## src/rtl/nxs_cfg.svh

```systemverilog
`ifndef NXS_CFG_SVH
`define NXS_CFG_SVH
// ==========================================
// opcode matching, value after mask
`define NXS_M_SUBI   13'h1fd0
`define NXS_V_SUBI   13'h1810
`define NXS_M_TST    13'h1e00
`define NXS_V_TST    13'h1200
`define NXS_M_XRR    13'h1ff0
`define NXS_V_XRR    13'h1bf0
`define NXS_M_XRI    13'h1fe0
`define NXS_V_XRI    13'h1bc0
`define NXS_V_XFI    13'h10a0
`define NXS_V_XRM    13'h1be0
`define NXS_M_XMI    13'h1fc0
`define NXS_V_XMI    13'h1b80
// ==========================================
// pages for extended and short absolute access
`define NXS_PAGE_X   8'h00
`define NXS_PAGE_Y   8'hff
`define NXS_TST_LO   10'h000
`define NXS_TST_HI   10'h3ff
// ==========================================
// flag register bit positions
`define NXS_F_E      3
`define NXS_F_I      2
`define NXS_F_C      1
`define NXS_F_Z      0
// ==========================================
// register byte offsets and reset values
`define NXS_R_OPCODE 8'h00
`define NXS_R_STATUS 8'h04
`define NXS_R_DATA   8'h08
`define NXS_R_PTR    8'h0c
`define NXS_R_PREFIX 8'h10
`define NXS_RST_NIB  4'h0
`define NXS_RST_PTR  16'h0000
`define NXS_RST_PFX  8'h00
// ==========================================
// clocks per core cycle
`define NXS_CLK_PER_CYC 3'h2
`endif

```

## src/rtl/nxs_pkg.sv

```systemverilog
package nxs_pkg;
  typedef enum logic [8:0] {
    NXS_K_SUBI = 9'h001,
    NXS_K_TST  = 9'h002,
    NXS_K_XRR  = 9'h004,
    NXS_K_XRI  = 9'h008,
    NXS_K_XFI  = 9'h010,
    NXS_K_XRM  = 9'h020,
    NXS_K_XMR  = 9'h040,
    NXS_K_XMI  = 9'h080,
    NXS_K_BAD  = 9'h100
  } nxs_kind_t;
  typedef enum logic [3:0] {
    NXS_S_IDLE = 4'h1,
    NXS_S_READ = 4'h2,
    NXS_S_EXEC = 4'h4,
    NXS_S_TAIL = 4'h8
  } nxs_state_t;
  typedef struct packed {
    nxs_kind_t  kind;
    logic       ptr_y;
    logic       dst_b;
    logic       src_b;
    logic       post_inc;
    logic       ext_ok;
    logic       two_cyc;
  } nxs_dec_t;
endpackage : nxs_pkg

```

## src/rtl/nxs_exec.sv

```systemverilog
// Decided for this implementation: the placing of the registers and the AXI4-Lite slave port.
`timescale 1ns/1ps
`include "nxs_cfg.svh"
// How it works
// - subtract a literal from the pointed nibble, store it back, then bump the pointer.
// - post-increment forms set flags from the stored result only, never from the bump.
// - the bit probe takes one cycle, sets Z from the chosen bit and never writes memory.
// - register-register XOR stores into the destination, opcode bit 0 ignored.
// - register-literal XOR stores into the register chosen by opcode bit 4.
// - literal XOR into the flag register takes one cycle and may flip any flag.
// - XOR of a pointed nibble into a register stores in the register, prefix allowed.
// - after a prefix load, pointer X reaches 0000H plus it and pointer Y FF00H plus it.
// - register-from-memory XOR with bump takes one cycle and then bumps the pointer.
// - XOR of a register into a pointed nibble writes it back, prefix allowed.
// - the bumping register-into-memory XOR takes two cycles, writes, then bumps.
// - literal XOR into a pointed nibble takes two cycles and writes back.
// - the bumping literal-into-memory XOR takes two cycles, writes, then bumps.
// - XOR forms other than the flag one clear E, keep I and C and update Z.
// - bumping, register-only, literal-to-register forms and the probe ignore the prefix.
module nxs_exec #(
  parameter int ADDR_W = 8
) (
  input  wire logic              clk_sys_i,
  input  wire logic              arst_n_i,
  input  wire logic [ADDR_W-1:0] s_axi_awaddr,
  input  wire logic              s_axi_awvalid,
  output logic                   s_axi_awready,
  input  wire logic [31:0]       s_axi_wdata,
  input  wire logic [3:0]        s_axi_wstrb,
  input  wire logic              s_axi_wvalid,
  output logic                   s_axi_wready,
  output logic [1:0]             s_axi_bresp,
  output logic                   s_axi_bvalid,
  input  wire logic              s_axi_bready,
  input  wire logic [ADDR_W-1:0] s_axi_araddr,
  input  wire logic              s_axi_arvalid,
  output logic                   s_axi_arready,
  output logic [31:0]            s_axi_rdata,
  output logic [1:0]             s_axi_rresp,
  output logic                   s_axi_rvalid,
  input  wire logic              s_axi_rready,
  output logic [15:0]            mem_addr_o,
  output logic                   mem_re_o,
  output logic                   mem_we_o,
  output logic [3:0]             mem_wdata_o,
  input  wire logic [3:0]        mem_rdata_i,
  output logic                   done_o
);
  import nxs_pkg::*;

  // ==========================================
  // decode
  function automatic nxs_dec_t decode(input logic [12:0] op);
    nxs_dec_t d;
    d = '{kind: NXS_K_BAD, ptr_y: 1'b0, dst_b: 1'b0, src_b: 1'b0,
          post_inc: 1'b0, ext_ok: 1'b0, two_cyc: 1'b0};
    if ((op & `NXS_M_SUBI) == `NXS_V_SUBI)
    begin
      d.kind = NXS_K_SUBI;
      d.ptr_y = op[5];
      d.post_inc = 1'b1;
      d.two_cyc = 1'b1;
    end
    else if ((op & `NXS_M_TST) == `NXS_V_TST)
      d.kind = NXS_K_TST;
    else if ((op & `NXS_M_XRR) == `NXS_V_XRR)
    begin
      d.kind = NXS_K_XRR;
      d.dst_b = op[2];
      d.src_b = op[1];
    end
    else if ((op & `NXS_M_XRI) == `NXS_V_XRI)
    begin
      d.kind = NXS_K_XRI;
      d.dst_b = op[4];
    end
    else if ((op & `NXS_M_XRR) == `NXS_V_XFI)
      d.kind = NXS_K_XFI;
    else if ((op & `NXS_M_XRR) == `NXS_V_XRM)
    begin
      d.kind = op[3] ? NXS_K_XMR : NXS_K_XRM;
      d.dst_b = op[2];
      d.ptr_y = op[1];
      d.post_inc = op[0];
      d.ext_ok = ~op[0];
      d.two_cyc = op[3];
    end
    else if ((op & `NXS_M_XMI) == `NXS_V_XMI)
    begin
      d.kind = NXS_K_XMI;
      d.ptr_y = op[5];
      d.post_inc = op[4];
      d.ext_ok = ~op[4];
      d.two_cyc = 1'b1;
    end
    return d;
  endfunction : decode

  // ==========================================
  // state
  nxs_state_t  state;
  nxs_dec_t    cur;
  logic [12:0] opc;
  logic [2:0]  clk_cnt;
  logic [3:0]  reg_a;
  logic [3:0]  reg_b;
  logic [3:0]  reg_f;
  logic [15:0] ptr_x;
  logic [15:0] ptr_y;
  logic [7:0]  address_prefix_register;
  logic        bad_op;
  logic        aw_got;
  logic        w_got;
  logic [ADDR_W-1:0] aw_addr;
  logic [31:0] w_data;
  logic [3:0]  w_strb;

  nxs_dec_t    next_dec;
  logic        launch;
  logic        wr_fire;
  logic        last_clk;
  logic        bump_now;
  logic [3:0]  nibble_literal;
  logic [1:0]  bit_index_literal;
  logic [5:0]  short_absolute_field;
  logic        pointer_select;
  logic [3:0]  src_nib;
  logic [3:0]  dst_nib;
  logic [3:0]  xor_res;
  logic [4:0]  sub_res;
  logic        probe_bit;

  assign wr_fire = aw_got && w_got && !s_axi_bvalid;
  assign launch = wr_fire && state == NXS_S_IDLE && aw_addr == `NXS_R_OPCODE && w_strb[0];
  assign next_dec = decode(w_data[12:0]);
  assign nibble_literal = opc[3:0];
  assign bit_index_literal = opc[7:6];
  assign short_absolute_field = opc[5:0];
  assign pointer_select = cur.ptr_y;
  // a one-cycle op finishes at the end of the exec clock, a two-cycle op two clocks later
  assign last_clk = (state == NXS_S_EXEC && !cur.two_cyc) ||
                    (state == NXS_S_TAIL && clk_cnt == (`NXS_CLK_PER_CYC << 1) - 3'h1);
  assign bump_now = last_clk && cur.post_inc;
  assign src_nib = cur.src_b ? reg_b : reg_a;
  assign dst_nib = cur.dst_b ? reg_b : reg_a;
  assign probe_bit = mem_rdata_i[bit_index_literal];

  always_comb
  begin
    xor_res = 4'h0;
    sub_res = {1'b0, mem_rdata_i} - {1'b0, nibble_literal};
    case (cur.kind)
      NXS_K_XRR: xor_res = dst_nib ^ src_nib;
      NXS_K_XRI: xor_res = dst_nib ^ nibble_literal;
      NXS_K_XRM: xor_res = dst_nib ^ mem_rdata_i;
      NXS_K_XMR: xor_res = mem_rdata_i ^ dst_nib;
      NXS_K_XMI: xor_res = mem_rdata_i ^ nibble_literal;
      default:   xor_res = 4'h0;
    endcase
  end

  // ==========================================
  // sequencer and memory port
  always_ff @(posedge clk_sys_i or negedge arst_n_i)
  begin
    if (!arst_n_i)
    begin
      state <= NXS_S_IDLE;
      cur <= '{kind: NXS_K_BAD, ptr_y: 1'b0, dst_b: 1'b0, src_b: 1'b0,
               post_inc: 1'b0, ext_ok: 1'b0, two_cyc: 1'b0};
      opc <= 13'h0000;
      clk_cnt <= 3'h0;
      mem_addr_o <= `NXS_RST_PTR;
      mem_re_o <= 1'b0;
      mem_we_o <= 1'b0;
      mem_wdata_o <= `NXS_RST_NIB;
      done_o <= 1'b0;
      bad_op <= 1'b0;
    end
    else
    begin
      done_o <= last_clk;
      mem_re_o <= 1'b0;
      mem_we_o <= 1'b0;
      clk_cnt <= clk_cnt + 3'h1;
      case (state)
        NXS_S_IDLE:
          if (launch)
          begin
            cur <= next_dec;
            opc <= w_data[12:0];
            clk_cnt <= 3'h0;
            bad_op <= next_dec.kind == NXS_K_BAD;
            if (next_dec.kind == NXS_K_TST)
              mem_addr_o <= w_data[8] ? {`NXS_TST_HI, w_data[5:0]}
                                      : {`NXS_TST_LO, w_data[5:0]};
            else if (next_dec.ext_ok && reg_f[`NXS_F_E])
              mem_addr_o <= {next_dec.ptr_y ? `NXS_PAGE_Y : `NXS_PAGE_X,
                             address_prefix_register};
            else
              mem_addr_o <= next_dec.ptr_y ? ptr_y : ptr_x;
            mem_re_o <= next_dec.kind inside {NXS_K_SUBI, NXS_K_TST, NXS_K_XRM,
                                              NXS_K_XMR, NXS_K_XMI};
            state <= next_dec.kind == NXS_K_BAD ? NXS_S_IDLE : NXS_S_READ;
          end
        NXS_S_READ:
          state <= NXS_S_EXEC;
        NXS_S_EXEC:
        begin
          // write-back keeps the pre-bump address latched in mem_addr_o
          if (cur.kind inside {NXS_K_SUBI, NXS_K_XMR, NXS_K_XMI})
          begin
            mem_we_o <= 1'b1;
            mem_wdata_o <= cur.kind == NXS_K_SUBI ? sub_res[3:0] : xor_res;
          end
          state <= cur.two_cyc ? NXS_S_TAIL : NXS_S_IDLE;
        end
        NXS_S_TAIL:
          if (last_clk)
            state <= NXS_S_IDLE;
        default:
          state <= NXS_S_IDLE;
      endcase
    end
  end

  // ==========================================
  // architectural registers
  always_ff @(posedge clk_sys_i or negedge arst_n_i)
  begin
    if (!arst_n_i)
    begin
      reg_a <= `NXS_RST_NIB;
      reg_b <= `NXS_RST_NIB;
      reg_f <= `NXS_RST_NIB;
      ptr_x <= `NXS_RST_PTR;
      ptr_y <= `NXS_RST_PTR;
      address_prefix_register <= `NXS_RST_PFX;
    end
    else
    begin
      // software writes only land while idle, so they never race the datapath
      if (wr_fire && state == NXS_S_IDLE)
      begin
        if (aw_addr == `NXS_R_DATA && w_strb[0])
          {reg_b, reg_a} <= w_data[7:0];
        if (aw_addr == `NXS_R_DATA && w_strb[1])
          reg_f <= w_data[11:8];
        if (aw_addr == `NXS_R_PTR)
        begin
          if (w_strb[0]) ptr_x[7:0] <= w_data[7:0];
          if (w_strb[1]) ptr_x[15:8] <= w_data[15:8];
          if (w_strb[2]) ptr_y[7:0] <= w_data[23:16];
          if (w_strb[3]) ptr_y[15:8] <= w_data[31:24];
        end
        if (aw_addr == `NXS_R_PREFIX && w_strb[0])
        begin
          address_prefix_register <= w_data[7:0]; // a write to the prefix register arms the prefix
          reg_f[`NXS_F_E] <= 1'b1;
        end
      end
      if (state == NXS_S_EXEC)
      begin
        case (cur.kind)
          NXS_K_SUBI:
          begin
            reg_f[`NXS_F_E] <= 1'b0;
            reg_f[`NXS_F_C] <= sub_res[4];
            reg_f[`NXS_F_Z] <= sub_res[3:0] == 4'h0;
          end
          NXS_K_TST:
          begin
            reg_f[`NXS_F_E] <= 1'b0;
            reg_f[`NXS_F_Z] <= ~probe_bit;
          end
          NXS_K_XFI:
            reg_f <= reg_f ^ nibble_literal;
          NXS_K_XRR, NXS_K_XRI, NXS_K_XRM:
          begin
            if (cur.dst_b) reg_b <= xor_res;
            else reg_a <= xor_res;
            reg_f[`NXS_F_E] <= 1'b0;
            reg_f[`NXS_F_Z] <= xor_res == 4'h0;
          end
          NXS_K_XMR, NXS_K_XMI:
          begin
            reg_f[`NXS_F_E] <= 1'b0;
            reg_f[`NXS_F_Z] <= xor_res == 4'h0;
          end
          default:
            reg_f <= reg_f;
        endcase
      end
      // the bump touches only the pointer, never a flag
      if (bump_now && pointer_select)
        ptr_y <= ptr_y + 16'h0001;
      else if (bump_now)
        ptr_x <= ptr_x + 16'h0001;
    end
  end

  // ==========================================
  // register bus slave
  always_ff @(posedge clk_sys_i or negedge arst_n_i)
  begin
    if (!arst_n_i)
    begin
      s_axi_awready <= 1'b1;
      s_axi_wready <= 1'b1;
      s_axi_bvalid <= 1'b0;
      s_axi_bresp <= 2'h0;
      aw_got <= 1'b0;
      w_got <= 1'b0;
      aw_addr <= '0;
      w_data <= 32'h0000_0000;
      w_strb <= 4'h0;
    end
    else
    begin
      if (s_axi_awvalid && s_axi_awready)
      begin
        aw_got <= 1'b1;
        aw_addr <= s_axi_awaddr;
        s_axi_awready <= 1'b0;
      end
      if (s_axi_wvalid && s_axi_wready)
      begin
        w_got <= 1'b1;
        w_data <= s_axi_wdata;
        w_strb <= s_axi_wstrb;
        s_axi_wready <= 1'b0;
      end
      if (wr_fire)
      begin
        aw_got <= 1'b0;
        w_got <= 1'b0;
        s_axi_bvalid <= 1'b1;
        // unmapped answers SLVERR; a write while busy is dropped but acknowledged
        s_axi_bresp <= aw_addr inside {`NXS_R_OPCODE, `NXS_R_STATUS, `NXS_R_DATA,
                                       `NXS_R_PTR, `NXS_R_PREFIX} ? 2'h0 : 2'h2;
      end
      if (s_axi_bvalid && s_axi_bready)
      begin
        s_axi_bvalid <= 1'b0;
        s_axi_awready <= 1'b1;
        s_axi_wready <= 1'b1;
      end
    end
  end

  always_ff @(posedge clk_sys_i or negedge arst_n_i)
  begin
    if (!arst_n_i)
    begin
      s_axi_arready <= 1'b1;
      s_axi_rvalid <= 1'b0;
      s_axi_rdata <= 32'h0000_0000;
      s_axi_rresp <= 2'h0;
    end
    else if (s_axi_arvalid && s_axi_arready)
    begin
      s_axi_arready <= 1'b0;
      s_axi_rvalid <= 1'b1;
      s_axi_rresp <= 2'h0;
      if (s_axi_araddr == `NXS_R_OPCODE)
        s_axi_rdata <= {19'h0, opc};
      else if (s_axi_araddr == `NXS_R_STATUS)
        s_axi_rdata <= {30'h0, bad_op, state != NXS_S_IDLE};
      else if (s_axi_araddr == `NXS_R_DATA)
        s_axi_rdata <= {20'h0, reg_f, reg_b, reg_a};
      else if (s_axi_araddr == `NXS_R_PTR)
        s_axi_rdata <= {ptr_y, ptr_x};
      else if (s_axi_araddr == `NXS_R_PREFIX)
        s_axi_rdata <= {24'h0, address_prefix_register};
      else
      begin
        s_axi_rdata <= 32'h0000_0000;
        s_axi_rresp <= 2'h2;
      end
    end
    else if (s_axi_rvalid && s_axi_rready)
    begin
      s_axi_rvalid <= 1'b0;
      s_axi_arready <= 1'b1;
    end
  end

  // ==========================================
  // checks
  a_one_cyc_done: assert property (@(posedge clk_sys_i) disable iff (!arst_n_i)
    launch && !next_dec.two_cyc && next_dec.kind != NXS_K_BAD |-> ##3 done_o)
    else $error("one-cycle op did not finish in two clocks");
  a_two_cyc_done: assert property (@(posedge clk_sys_i) disable iff (!arst_n_i)
    launch && next_dec.two_cyc |-> !done_o [*5] ##1 done_o)
    else $error("two-cycle op did not finish in four clocks");
  a_bump_flags: assert property (@(posedge clk_sys_i) disable iff (!arst_n_i)
    bump_now && cur.two_cyc |=> $stable(reg_f))
    else $error("pointer bump changed a flag");
  a_xor_clear_e: assert property (@(posedge clk_sys_i) disable iff (!arst_n_i)
    state == NXS_S_EXEC && cur.kind inside {NXS_K_XRR, NXS_K_XRI, NXS_K_XRM,
                                            NXS_K_XMR, NXS_K_XMI}
    |=> !reg_f[`NXS_F_E] && reg_f[`NXS_F_Z] == ($past(xor_res) == 4'h0))
    else $error("xor left E set or Z wrong");
  a_ext_page_y: assert property (@(posedge clk_sys_i) disable iff (!arst_n_i)
    launch && next_dec.ext_ok && next_dec.ptr_y && reg_f[`NXS_F_E]
    |=> mem_addr_o == {`NXS_PAGE_Y, address_prefix_register})
    else $error("prefixed Y access off page");
  a_post_no_ext: assert property (@(posedge clk_sys_i) disable iff (!arst_n_i)
    launch && next_dec.post_inc && !next_dec.ptr_y |=> mem_addr_o == $past(ptr_x))
    else $error("bumping form used the prefix");
  a_probe_no_wr: assert property (@(posedge clk_sys_i) disable iff (!arst_n_i)
    state != NXS_S_IDLE && cur.kind == NXS_K_TST |-> !mem_we_o)
    else $error("probe wrote memory");
  a_bump_wrap: assert property (@(posedge clk_sys_i) disable iff (!arst_n_i)
    bump_now && !pointer_select |=> ptr_x == $past(ptr_x) + 16'h0001)
    else $error("pointer bump wrong");
  a_wr_pre_addr: assert property (@(posedge clk_sys_i) disable iff (!arst_n_i)
    mem_we_o && cur.post_inc |-> mem_addr_o == (cur.ptr_y ? ptr_y : ptr_x))
    else $error("write used bumped address");
endmodule : nxs_exec

```

## config.mk

```make
export PLATFORM = sky130hd
export DESIGN_NAME = nxs_exec
export DESIGN_NICKNAME = d
export VERILOG_FILES = /design/src/rtl/nxs_pkg.sv /design/src/rtl/nxs_exec.sv
export VERILOG_INCLUDE_DIRS = /design/src /design/src/rtl
export SDC_FILE = /design/constraint.sdc
export NUM_CORES = 1
export LEC_CHECK = 0
export ABC_AREA = 1
export BUFFER_PORTS_ARGS = -buffer_cell sky130_fd_sc_hd__buf_2
export CAP_MARGIN = 30
export CORE_UTILIZATION = 63
export CTS_CLUSTER_DIAMETER = 80
export DETAILED_ROUTE_END_ITERATION = 10
export GPL_TIMING_DRIVEN = 0
export PLACE_DENSITY = 0.86
export SLEW_MARGIN = 15
export SYNTH_ARGS = -nofsm -noshare
export SYNTH_HDL_FRONTEND = slang
export SYNTH_SLANG_ARGS = --single-unit
export TNS_END_PERCENT = 10
```

## constraint.sdc

```tcl
create_clock -name clk_sys_i -period 3.1 [get_ports clk_sys_i]
set_input_delay 0.62 -clock clk_sys_i [delete_from_list [all_inputs] [get_ports clk_sys_i]]
set_output_delay 0.62 -clock clk_sys_i [all_outputs]
set_load 0.02 [all_outputs]
```

==> report_table.html, run 1 <==
<table>
<tr><th>Metric</th><th>Value</th></tr>
<tr><th colspan="2">Power and ir drop</th></tr>
<tr><td>Proportion of power drawn by combinational gates</td><td>0.284</td></tr>
<tr><td>Maximum vdd drop</td><td>0.000462 V</td></tr>
<tr><td>Leakage power</td><td>5.83 nW</td></tr>
<tr><td>Relative contribution of sequential cells to total power</td><td>0.451</td></tr>
<tr><td>Power density of the placed cells</td><td>697 mW/mm^2</td></tr>
<tr><td>Clock group share of total power</td><td>0.265</td></tr>
<tr><td>Net load switching power</td><td>3.14 mW</td></tr>
<tr><td>Int Pwr</td><td>5.03 mW</td></tr>
<tr><td>Sw frac</td><td>0.385</td></tr>
<tr><th colspan="2">GRT</th></tr>
<tr><td>Wire length of the first global-routing pass</td><td>46800 um</td></tr>
<tr><td>Initial antenna violation count</td><td>0</td></tr>
<tr><td>Number of global-route vias before repair</td><td>9114</td></tr>
<tr><td>Total routing resource utilization after global routing</td><td>0.374</td></tr>
<tr><td>Overall overflow remaining after global route</td><td>0</td></tr>
<tr><td>Maximum number of pins on one net before global-route repair</td><td>100</td></tr>
<tr><th colspan="2">STA</th></tr>
<tr><td>Setup skew after layout</td><td>0.0115 ns</td></tr>
<tr><td>Shortest clock period the worst path allows after layout</td><td>2.45 ns</td></tr>
<tr><td>Part of the cycle the worst path needs</td><td>0.789</td></tr>
<tr><td>Unrepaired setup endpoints after global routing</td><td>false</td></tr>
<tr><td>Headroom to the max-slew limit</td><td>0.508</td></tr>
<tr><td>Worst Max-Slew Pin Slew</td><td>0.738 ns</td></tr>
<tr><td>Max Clk Rate</td><td>409 MHz</td></tr>
<tr><td>Max-slew violation count</td><td>0</td></tr>
<tr><td>PnR worst setup slack</td><td>0.654 ns</td></tr>
<tr><td>Final Hold Viols</td><td>0</td></tr>
<tr><td>Number of setup violations in the final report</td><td>0</td></tr>
<tr><th colspan="2">Cells and area</th></tr>
<tr><td>Area taken by flip-flops and latches</td><td>0.00489 mm^2</td></tr>
<tr><td>Synth-to-Final Area Change</td><td>14.6%</td></tr>
<tr><td>End-of-flow core utilization</td><td>0.738</td></tr>
<tr><td>Layout fillers</td><td>1262</td></tr>
<tr><td>Fraction of layout instances using a drive strength above 1</td><td>0.165</td></tr>
<tr><td># diodes</td><td>0</td></tr>
<tr><td>Area occupied by multi-input gates</td><td>0.00456 mm^2</td></tr>
<tr><td>Final nets</td><td>1505</td></tr>
<tr><th colspan="2">Synthesis</th></tr>
<tr><td>Commonest cells in the synthesized netlist</td><td>sky130_fd_sc_hd__nand2_1 (314), sky130_fd_sc_hd__dfrtp_1 (190), sky130_fd_sc_hd__o21ai_0 (142), sky130_fd_sc_hd__inv_1 (137), sky130_fd_sc_hd__nor2_1 (97)</td></tr>
<tr><td>Share of the synthesized area in compound gates (AO/OA/AOI/OAI)</td><td>0.161</td></tr>
<tr><td>Post-synthesis adder-cell area fraction</td><td>0.0117</td></tr>
<tr><td>Distinct cells, synth</td><td>58</td></tr>
<tr><td>YS warnings</td><td>0</td></tr>
<tr><td>Most instantiated flip-flop cell in the synthesis netlist</td><td>sky130_fd_sc_hd__dfrtp_1</td></tr>
<tr><td>Proportion of netlist area held by the largest area contributor</td><td>0.465</td></tr>
<tr><td>Synthesized instance count</td><td>1288</td></tr>
<tr><td>Most frequent cell after synthesis</td><td>sky130_fd_sc_hd__nand2_1</td></tr>
<tr><td>Area share of and/or/nand/nor cells after synthesis</td><td>0.251</td></tr>
<tr><td>Multiplexer share of the synthesized area</td><td>0.00220</td></tr>
<tr><td>Dominant combinational cell family by area after synthesis</td><td>simple AND/OR/NAND/NOR gates</td></tr>
<tr><td>Number of synthesized flops with an enable pin</td><td>0</td></tr>
<tr><td>Flip-flop and latch count after synthesis</td><td>195</td></tr>
<tr><td>Sequential share of the synthesized area</td><td>0.477</td></tr>
<tr><td>Avg Inst Size Synth</td><td>7.95 um^2</td></tr>
<tr><td>Fraction of synthesized cell area in xor and xnor cells</td><td>0.0188</td></tr>
<tr><td>Post-synth top area cell</td><td>sky130_fd_sc_hd__dfrtp_1</td></tr>
<tr><td>Async set-or-reset flop fraction in the synthesized netlist</td><td>1.00</td></tr>
<tr><td>Mapped Area</td><td>0.0102 mm^2</td></tr>
<tr><td>Cell types occupying the most area after synthesis</td><td>sky130_fd_sc_hd__dfrtp_1 (46%), sky130_fd_sc_hd__nand2_1 (12%), sky130_fd_sc_hd__o21ai_0 (6.9%)</td></tr>
<tr><th colspan="2">Routing</th></tr>
<tr><td>Number of vias after detailed routing</td><td>9763</td></tr>
<tr><td>Drt first-iter violations</td><td>1028</td></tr>
<tr><td>Total wirelength of the detailed-routed design</td><td>29700 um</td></tr>
<tr><td>Routed wire length per instance</td><td>17.9 um</td></tr>
<tr><td>Via density per instance</td><td>5.87</td></tr>
<tr><td>Initial DRT Pass Iterations</td><td>6</td></tr>
<tr><td>Post-route DRC</td><td>0</td></tr>
<tr><td>Post-route antenna net violation count</td><td>0</td></tr>
<tr><th colspan="2">Die</th></tr>
<tr><td>Area of the core region</td><td>0.0159 mm^2</td></tr>
<tr><td>Chip Height</td><td>129 um</td></tr>
<tr><td>Effective utilization at floorplan</td><td>0.644</td></tr>
<tr><td>Std cell rows</td><td>46</td></tr>
<tr><td>Overall die area</td><td>0.0168 mm^2</td></tr>
<tr><td>Die Wd</td><td>129 um</td></tr>
<tr><td>Number of top-level design ports</td><td>127</td></tr>
<tr><th colspan="2">Critical path</th></tr>
<tr><td>CP peak stage delay</td><td>0.61 ns</td></tr>
<tr><td>Data required time at the worst endpoint</td><td>3.41 ns</td></tr>
<tr><td>Crit path max fanout</td><td>4</td></tr>
<tr><td>Critical path class</td><td>reg -&gt; reg</td></tr>
<tr><td>Crit path DAT</td><td>2.75 ns</td></tr>
<tr><td>CP max-delay cell</td><td>sky130_fd_sc_hd__nor3_1</td></tr>
<tr><td>FF-to-FF setup slack</td><td>0.65 ns</td></tr>
<tr><td>Kind of end point of the critical path</td><td>register</td></tr>
<tr><td>Cell-by-cell listing of the critical path</td><td>or2_1 -&gt; nor3_4 -&gt; nand2_2 -&gt; nor3_1 -&gt; or2_2 -&gt; o21ai_1 -&gt; nor2_1 -&gt; a21oi_1</td></tr>
<tr><td>Kind of launch point of the worst setup path</td><td>register</td></tr>
<tr><th colspan="2">Clock network</th></tr>
<tr><td>Cell at the root of the clock tree</td><td>sky130_fd_sc_hd__clkbuf_16</td></tr>
<tr><td>Quantity of gates resized following cts</td><td>0</td></tr>
<tr><td>Maximum clock insertion buffer count</td><td>2</td></tr>
<tr><td>Number of buffers added for setup after CTS</td><td>0</td></tr>
<tr><td>Total clock buffers created by CTS</td><td>17</td></tr>
<tr><td>Skew-Pair Late Insertion Delay</td><td>0.44 ns</td></tr>
<tr><td>Clock transition at path regs</td><td>0.07 ns</td></tr>
<tr><td>Hold-fix buffers at CTS</td><td>0</td></tr>
<tr><td>Clock tree from TritonCTS</td><td>built</td></tr>
<tr><td>CTS H-tree depth</td><td>4</td></tr>
<tr><td>Clock sink count</td><td>195</td></tr>
<tr><th colspan="2">Min path</th></tr>
<tr><td>Classification of the worst-slack hold path</td><td>in -&gt; async</td></tr>
<tr><th colspan="2">Placement</th></tr>
<tr><td>Half-perimeter wire length of the detailed placement result</td><td>22200 um</td></tr>
<tr><td>Final weighted congestion in routability-driven placement</td><td>0.983</td></tr>
<tr><td>Number of port buffers</td><td>124</td></tr>
<tr><td>Post-place setup slack</td><td>0.730 ns</td></tr>
<tr><th colspan="2">Job</th></tr>
<tr><td>Number of max-cap violations</td><td>0</td></tr>
<tr><th colspan="2">Status</th></tr>
<tr><td>Status</td><td>finished clean</td></tr>
</table>
-- critical path, delay by kind of cell, from the launching register on --
family             cells  cell delay (ns)
DFF                    1             0.42
AOI/OAI and AO/OA      2             0.17
and+or+nand+nor        6             1.72
-- power groups by stage --
stage          logic (mW)  registers [mW]  clock network [mW]
2_1_floorplan        1.42            3.65                   0
3_3_place_gp         2.19            3.68                   0
4_1_cts              2.29            3.65                2.15
6_report             2.32            3.68                2.17
3_5_place_dp         2.27            3.69                   0
5_1_grt              2.60            3.73                2.25
-- sequential cells by signal, summed over array words and instances, names as in the netlist, 3 cells and up --
| register | count |
|---|---|
| s_axi_rdata | 32 |
| w_data | 32 |
| mem_addr_o | 16 |
| ptr_x | 16 |
| ptr_y | 16 |
| cur | 13 |
| opc | 13 |
| address_prefix_register | 8 |
| aw_addr | 8 |
| mem_wdata_o | 4 |
| reg_a | 4 |
| reg_b | 4 |
| reg_f | 4 |
| state | 4 |
| w_strb | 4 |
| clk_cnt | 3 |
-- path summary, 6_finish.rpt --
check	startpoint	end	depth (start not counted)
min reg2reg	clk_cnt[0]	clk_cnt[0]	1
max in group asynchronous	arst_n_i	s_axi_awready	2
max	state[3]	reg_f[3]	8
max reg2reg	state[3]	reg_f[3]	8
min in group clk_sys_i	s_axi_wvalid	s_axi_wready	2
min	arst_n_i	mem_wdata_o[2]	1
-- layer usage --
layer  track usage  up-vias  share of wire  wire (um)
met5             0        -              0          0
met4         0.195        0          0.050       1490
met3        0.0809      105          0.096       2850
met2         0.588      552           0.46      13500
met1         0.491     4574           0.40      11800
li1              -     4532              -          -
-- cell families (layout without fill, tap and decap cells) --
kind of cell    after synthesis  after routing
simple gates                570            570
compound gates              291            291
buf+inv                     198            355
flops                       195            195
xor+xnor                     22             22
fa+ha+maj                     9              9
mux                           2              2
other cells                   1              2
-- layout make-up --
class	count	area share
plain buffers	44	0.0178
clock buffers	23	0.0382
clock inverters	9	0.00950
inverters	154	0.0494
multi-input cells	896	0.389
flip-flops and latches	195	0.417
well taps	216	0.0230
repair buffers	125	0.0561
-- metrics by stage --
stage	hold WS, ns	area, um^2	total power, mW	std cells	setup TNS, ns
finish	0.175	11700	8.17	1662	0
global route	0.242	11700	8.58	1662	0
CTS	0.228	11700	8.10	1662	0
detailed placement	0.439	11200	5.96	1630	0
global placement	0.421	11100	5.86	1629	-334.48
floorplan	0.324	10200	5.07	1289	0
-- cell usage in the layout, fill, tap and decap left out, drive strengths merged, types with 6 or more instances in the layout --
master / synthesis / layout
dfrtp: 190 / 190
ha: 8 / 8
a21oi: 78 / 78
buf: 14 / 139
inv: 152 / 152
nand3: 75 / 75
clkbuf: 30 / 53
o22ai: 12 / 12
o21ai: 154 / 154
a221oi: 9 / 9
o31ai: 19 / 19
xor2: 19 / 19
nand3b: 6 / 6
nand2: 326 / 326
nand4: 12 / 12
nor3: 28 / 28
nor2: 112 / 112
(Power assumes the default switching activity.)
==> inputs of run 2 (changes only) <==
- CORE_UTILIZATION: 63 -> 53
- PLACE_DENSITY: 0.86 -> 0.77
- clock period: 3.1 -> 2.1 ns (I/O delays scaled with it)
==> report_table.html, run 2 (same netlist as run 1, synthesis figures left out) <==
<table>
<tr><th>Metric</th><th>Value</th></tr>
<tr><th colspan="2">Status</th></tr>
<tr><td>Status</td><td>finished clean</td></tr>
<tr><th colspan="2">Routing</th></tr>
<tr><td>Initial DRT Pass Iterations</td><td>5</td></tr>
<tr><td>Drt first-iter violations</td><td>750</td></tr>
<tr><td>Post-route antenna net violation count</td><td>0</td></tr>
<tr><td>Routed wire length per instance</td><td>17.3 um</td></tr>
<tr><td>Number of vias after detailed routing</td><td>9543</td></tr>
<tr><td>Post-route DRC</td><td>0</td></tr>
<tr><td>Total wirelength of the detailed-routed design</td><td>29900 um</td></tr>
<tr><td>Via density per instance</td><td>5.52</td></tr>
<tr><th colspan="2">STA</th></tr>
<tr><td>Max Clk Rate</td><td>477 MHz</td></tr>
<tr><td>Shortest clock period the worst path allows after layout</td><td>2.10 ns</td></tr>
<tr><td>Worst hold margin</td><td>0.141 ns</td></tr>
<tr><td>Final Hold Viols</td><td>0</td></tr>
<tr><td>Sum of negative setup slack</td><td>0 ns</td></tr>
<tr><td>Worst Max-Slew Pin Slew</td><td>0.801 ns</td></tr>
<tr><td>Headroom to the max-slew limit</td><td>0.461</td></tr>
<tr><td>Unrepaired setup endpoints after global routing</td><td>true</td></tr>
<tr><td>Max-slew violation count</td><td>0</td></tr>
<tr><td>Number of setup violations in the final report</td><td>0</td></tr>
<tr><td>Part of the cycle the worst path needs</td><td>0.999</td></tr>
<tr><td>Setup skew after layout</td><td>0.0124 ns</td></tr>
<tr><td>PnR worst setup slack</td><td>0.00223 ns</td></tr>
<tr><th colspan="2">Clock network</th></tr>
<tr><td>Total clock buffers created by CTS</td><td>17</td></tr>
<tr><td>Clock sink count</td><td>195</td></tr>
<tr><td>Maximum clock insertion buffer count</td><td>2</td></tr>
<tr><td>CTS H-tree depth</td><td>4</td></tr>
<tr><td>Clock tree from TritonCTS</td><td>built</td></tr>
<tr><td>Cell at the root of the clock tree</td><td>sky130_fd_sc_hd__clkbuf_16</td></tr>
<tr><td>Clock transition at path regs</td><td>0.07 ns</td></tr>
<tr><td>Skew-Pair Late Insertion Delay</td><td>0.44 ns</td></tr>
<tr><th colspan="2">Die</th></tr>
<tr><td>Number of top-level design ports</td><td>127</td></tr>
<tr><td>Overall die area</td><td>0.0199 mm^2</td></tr>
<tr><td>Chip Height</td><td>141 um</td></tr>
<tr><td>Die Wd</td><td>141 um</td></tr>
<tr><td>Effective utilization at floorplan</td><td>0.543</td></tr>
<tr><td>Area of the core region</td><td>0.0188 mm^2</td></tr>
<tr><td>Std cell rows</td><td>50</td></tr>
<tr><th colspan="2">Cells and area</th></tr>
<tr><td>Final std cells w/o fill</td><td>1729</td></tr>
<tr><td>Area occupied by multi-input gates</td><td>0.00472 mm^2</td></tr>
<tr><td>Layout fillers</td><td>1590</td></tr>
<tr><td>Most frequent standard cell in the layout excluding fill and tap cells</td><td>sky130_fd_sc_hd__nand2_1</td></tr>
<tr><td>Area taken by flip-flops and latches</td><td>0.00489 mm^2</td></tr>
<tr><td>Synth-to-Final Area Change</td><td>19.3%</td></tr>
<tr><td>Fraction of layout instances using a drive strength above 1</td><td>0.206</td></tr>
<tr><td>Most frequent cells in the layout</td><td>sky130_fd_sc_hd__nand2_1 (306), sky130_fd_sc_hd__dfrtp_1 (184), sky130_fd_sc_hd__o21ai_0 (135), sky130_fd_sc_hd__inv_1 (133), sky130_fd_sc_hd__buf_2 (130)</td></tr>
<tr><td>Final nets</td><td>1528</td></tr>
<tr><td>End-of-flow core utilization</td><td>0.648</td></tr>
<tr><td>Regs by FF count</td><td>s_axi_rdata: 32 flops, w_data: 32 flops</td></tr>
<tr><th colspan="2">Placement</th></tr>
<tr><td>Half-perimeter wire length of the detailed placement result</td><td>22500 um</td></tr>
<tr><td>Number of placed cells counting well taps</td><td>1675</td></tr>
<tr><td>Final weighted congestion in routability-driven placement</td><td>0.964</td></tr>
<tr><td>Number of port buffers</td><td>124</td></tr>
<tr><td>Post-place setup slack</td><td>-0.317 ns</td></tr>
<tr><th colspan="2">Power and ir drop</th></tr>
<tr><td>Sw frac</td><td>0.381</td></tr>
<tr><td>Relative contribution of sequential cells to total power</td><td>0.439</td></tr>
<tr><td>Proportion of power drawn by combinational gates</td><td>0.296</td></tr>
<tr><td>Leakage power</td><td>6.01 nW</td></tr>
<tr><td>Maximum vdd drop</td><td>0.000681 V</td></tr>
<tr><td>Clock group share of total power</td><td>0.265</td></tr>
<tr><td>Int Pwr</td><td>7.65 mW</td></tr>
<tr><td>Net load switching power</td><td>4.71 mW</td></tr>
<tr><td>Power density of the placed cells</td><td>1010 mW/mm^2</td></tr>
<tr><th colspan="2">Critical path</th></tr>
<tr><td>Kind of launch point of the worst setup path</td><td>register</td></tr>
<tr><td>Crit path max fanout</td><td>10</td></tr>
<tr><td>Kind of end point of the critical path</td><td>register</td></tr>
<tr><td>Critical path class</td><td>reg -&gt; reg</td></tr>
<tr><td>Data required time at the worst endpoint</td><td>2.42 ns</td></tr>
<tr><td>Crit path DAT</td><td>2.42 ns</td></tr>
<tr><th colspan="2">GRT</th></tr>
<tr><td>Number of global-route vias before repair</td><td>9004</td></tr>
<tr><td>Wire length of the first global-routing pass</td><td>47300 um</td></tr>
<tr><td>Overall overflow remaining after global route</td><td>0</td></tr>
<tr><td>Maximum number of pins on one net before global-route repair</td><td>86</td></tr>
<tr><td>Initial antenna violation count</td><td>0</td></tr>
<tr><td>Total routing resource utilization after global routing</td><td>0.312</td></tr>
<tr><th colspan="2">Job</th></tr>
<tr><td>Number of max-cap violations</td><td>0</td></tr>
<tr><th colspan="2">Min path</th></tr>
<tr><td>Classification of the worst-slack hold path</td><td>in -&gt; reg</td></tr>
</table>
==> run 2: cell type report <==
| class | count | share of cell area |
|---|---|---|
| diodes | 1 | 0.000205 |
| multi-input cells | 896 | 0.387 |
| well taps | 260 | 0.0267 |
| inverters | 154 | 0.0486 |
| repair buffers | 148 | 0.0699 |
| plain buffers | 44 | 0.0193 |
| flip-flops and latches | 195 | 0.401 |
| clock inverters | 11 | 0.0104 |
| clock buffers | 20 | 0.0374 |
==> run 2: routing by layer <==
| metal | up-vias | global-route usage | wire (um) | share of wire |
|---|---|---|---|---|
| li1 | 4587 | - | - | - |
| met1 | 4505 | 0.423 | 12900 | 0.43 |
| met2 | 374 | 0.493 | 13800 | 0.46 |
| met3 | 77 | 0.0591 | 2040 | 0.068 |
| met4 | 0 | 0.133 | 1100 | 0.037 |
| met5 | - | 0 | 0 | 0 |
==> run 2: path summary, 6_finish.rpt <==
path                                   start             end  slack [ns]  cells after the start
worst max-delay path                state[0]        reg_a[0]       0.002                     10
worst min-delay path            s_axi_wvalid    s_axi_wready        0.14                      2
worst max register to register      state[0]        reg_a[0]       0.002                     10
worst min register to register    clk_cnt[0]      clk_cnt[0]        0.44                      1
max in group asynchronous           arst_n_i   s_axi_awready        0.86                      3
min in group asynchronous           arst_n_i  mem_wdata_o[1]        0.47                      2
==> run 2: per-stage QoR <==
step	cell area [um^2]	power, mW
after floorplan	10200	7.49
after global placement	11200	8.65
after detailed placement	11200	8.77
after CTS	11900	12.1
after global routing	12200	13.0
final	12200	12.4
==> run 2: worst max-delay path: stages, from the launching register on <==
cell	delay (ns)
sky130_fd_sc_hd__dfstp_2	0.53
sky130_fd_sc_hd__inv_1	0.08
sky130_fd_sc_hd__nor3_4	0.32
sky130_fd_sc_hd__nand2_4	0.13
sky130_fd_sc_hd__nor2_4	0.22
sky130_fd_sc_hd__nand2_2	0.18
sky130_fd_sc_hd__buf_2	0.21
sky130_fd_sc_hd__nand2_1	0.06
sky130_fd_sc_hd__o21ai_0	0.08
sky130_fd_sc_hd__nand2_1	0.07
sky130_fd_sc_hd__o21ai_0	0.08
==> run 2: power groups by stage <==
stage / Clock, mW / Combinational [mW] / Sequential [mW]
detailed placement: 0 / 3.34 / 5.43
global route: 3.43 / 4.09 / 5.52
global placement: 0 / 3.23 / 5.42
finish: 3.28 / 3.65 / 5.43
floorplan: 0 / 2.10 / 5.39
CTS: 3.29 / 3.43 / 5.39
==> run 2: what timing repair did <==
action | CTS | global route
pin swaps | 6 | 15
hold buffers | 1 | 0
endpoints found under the hold margin | 43 | 0
endpoints found under the setup margin | 86 | 106
gates resized for setup | 19 | 56
setup buffers | 6 | 15
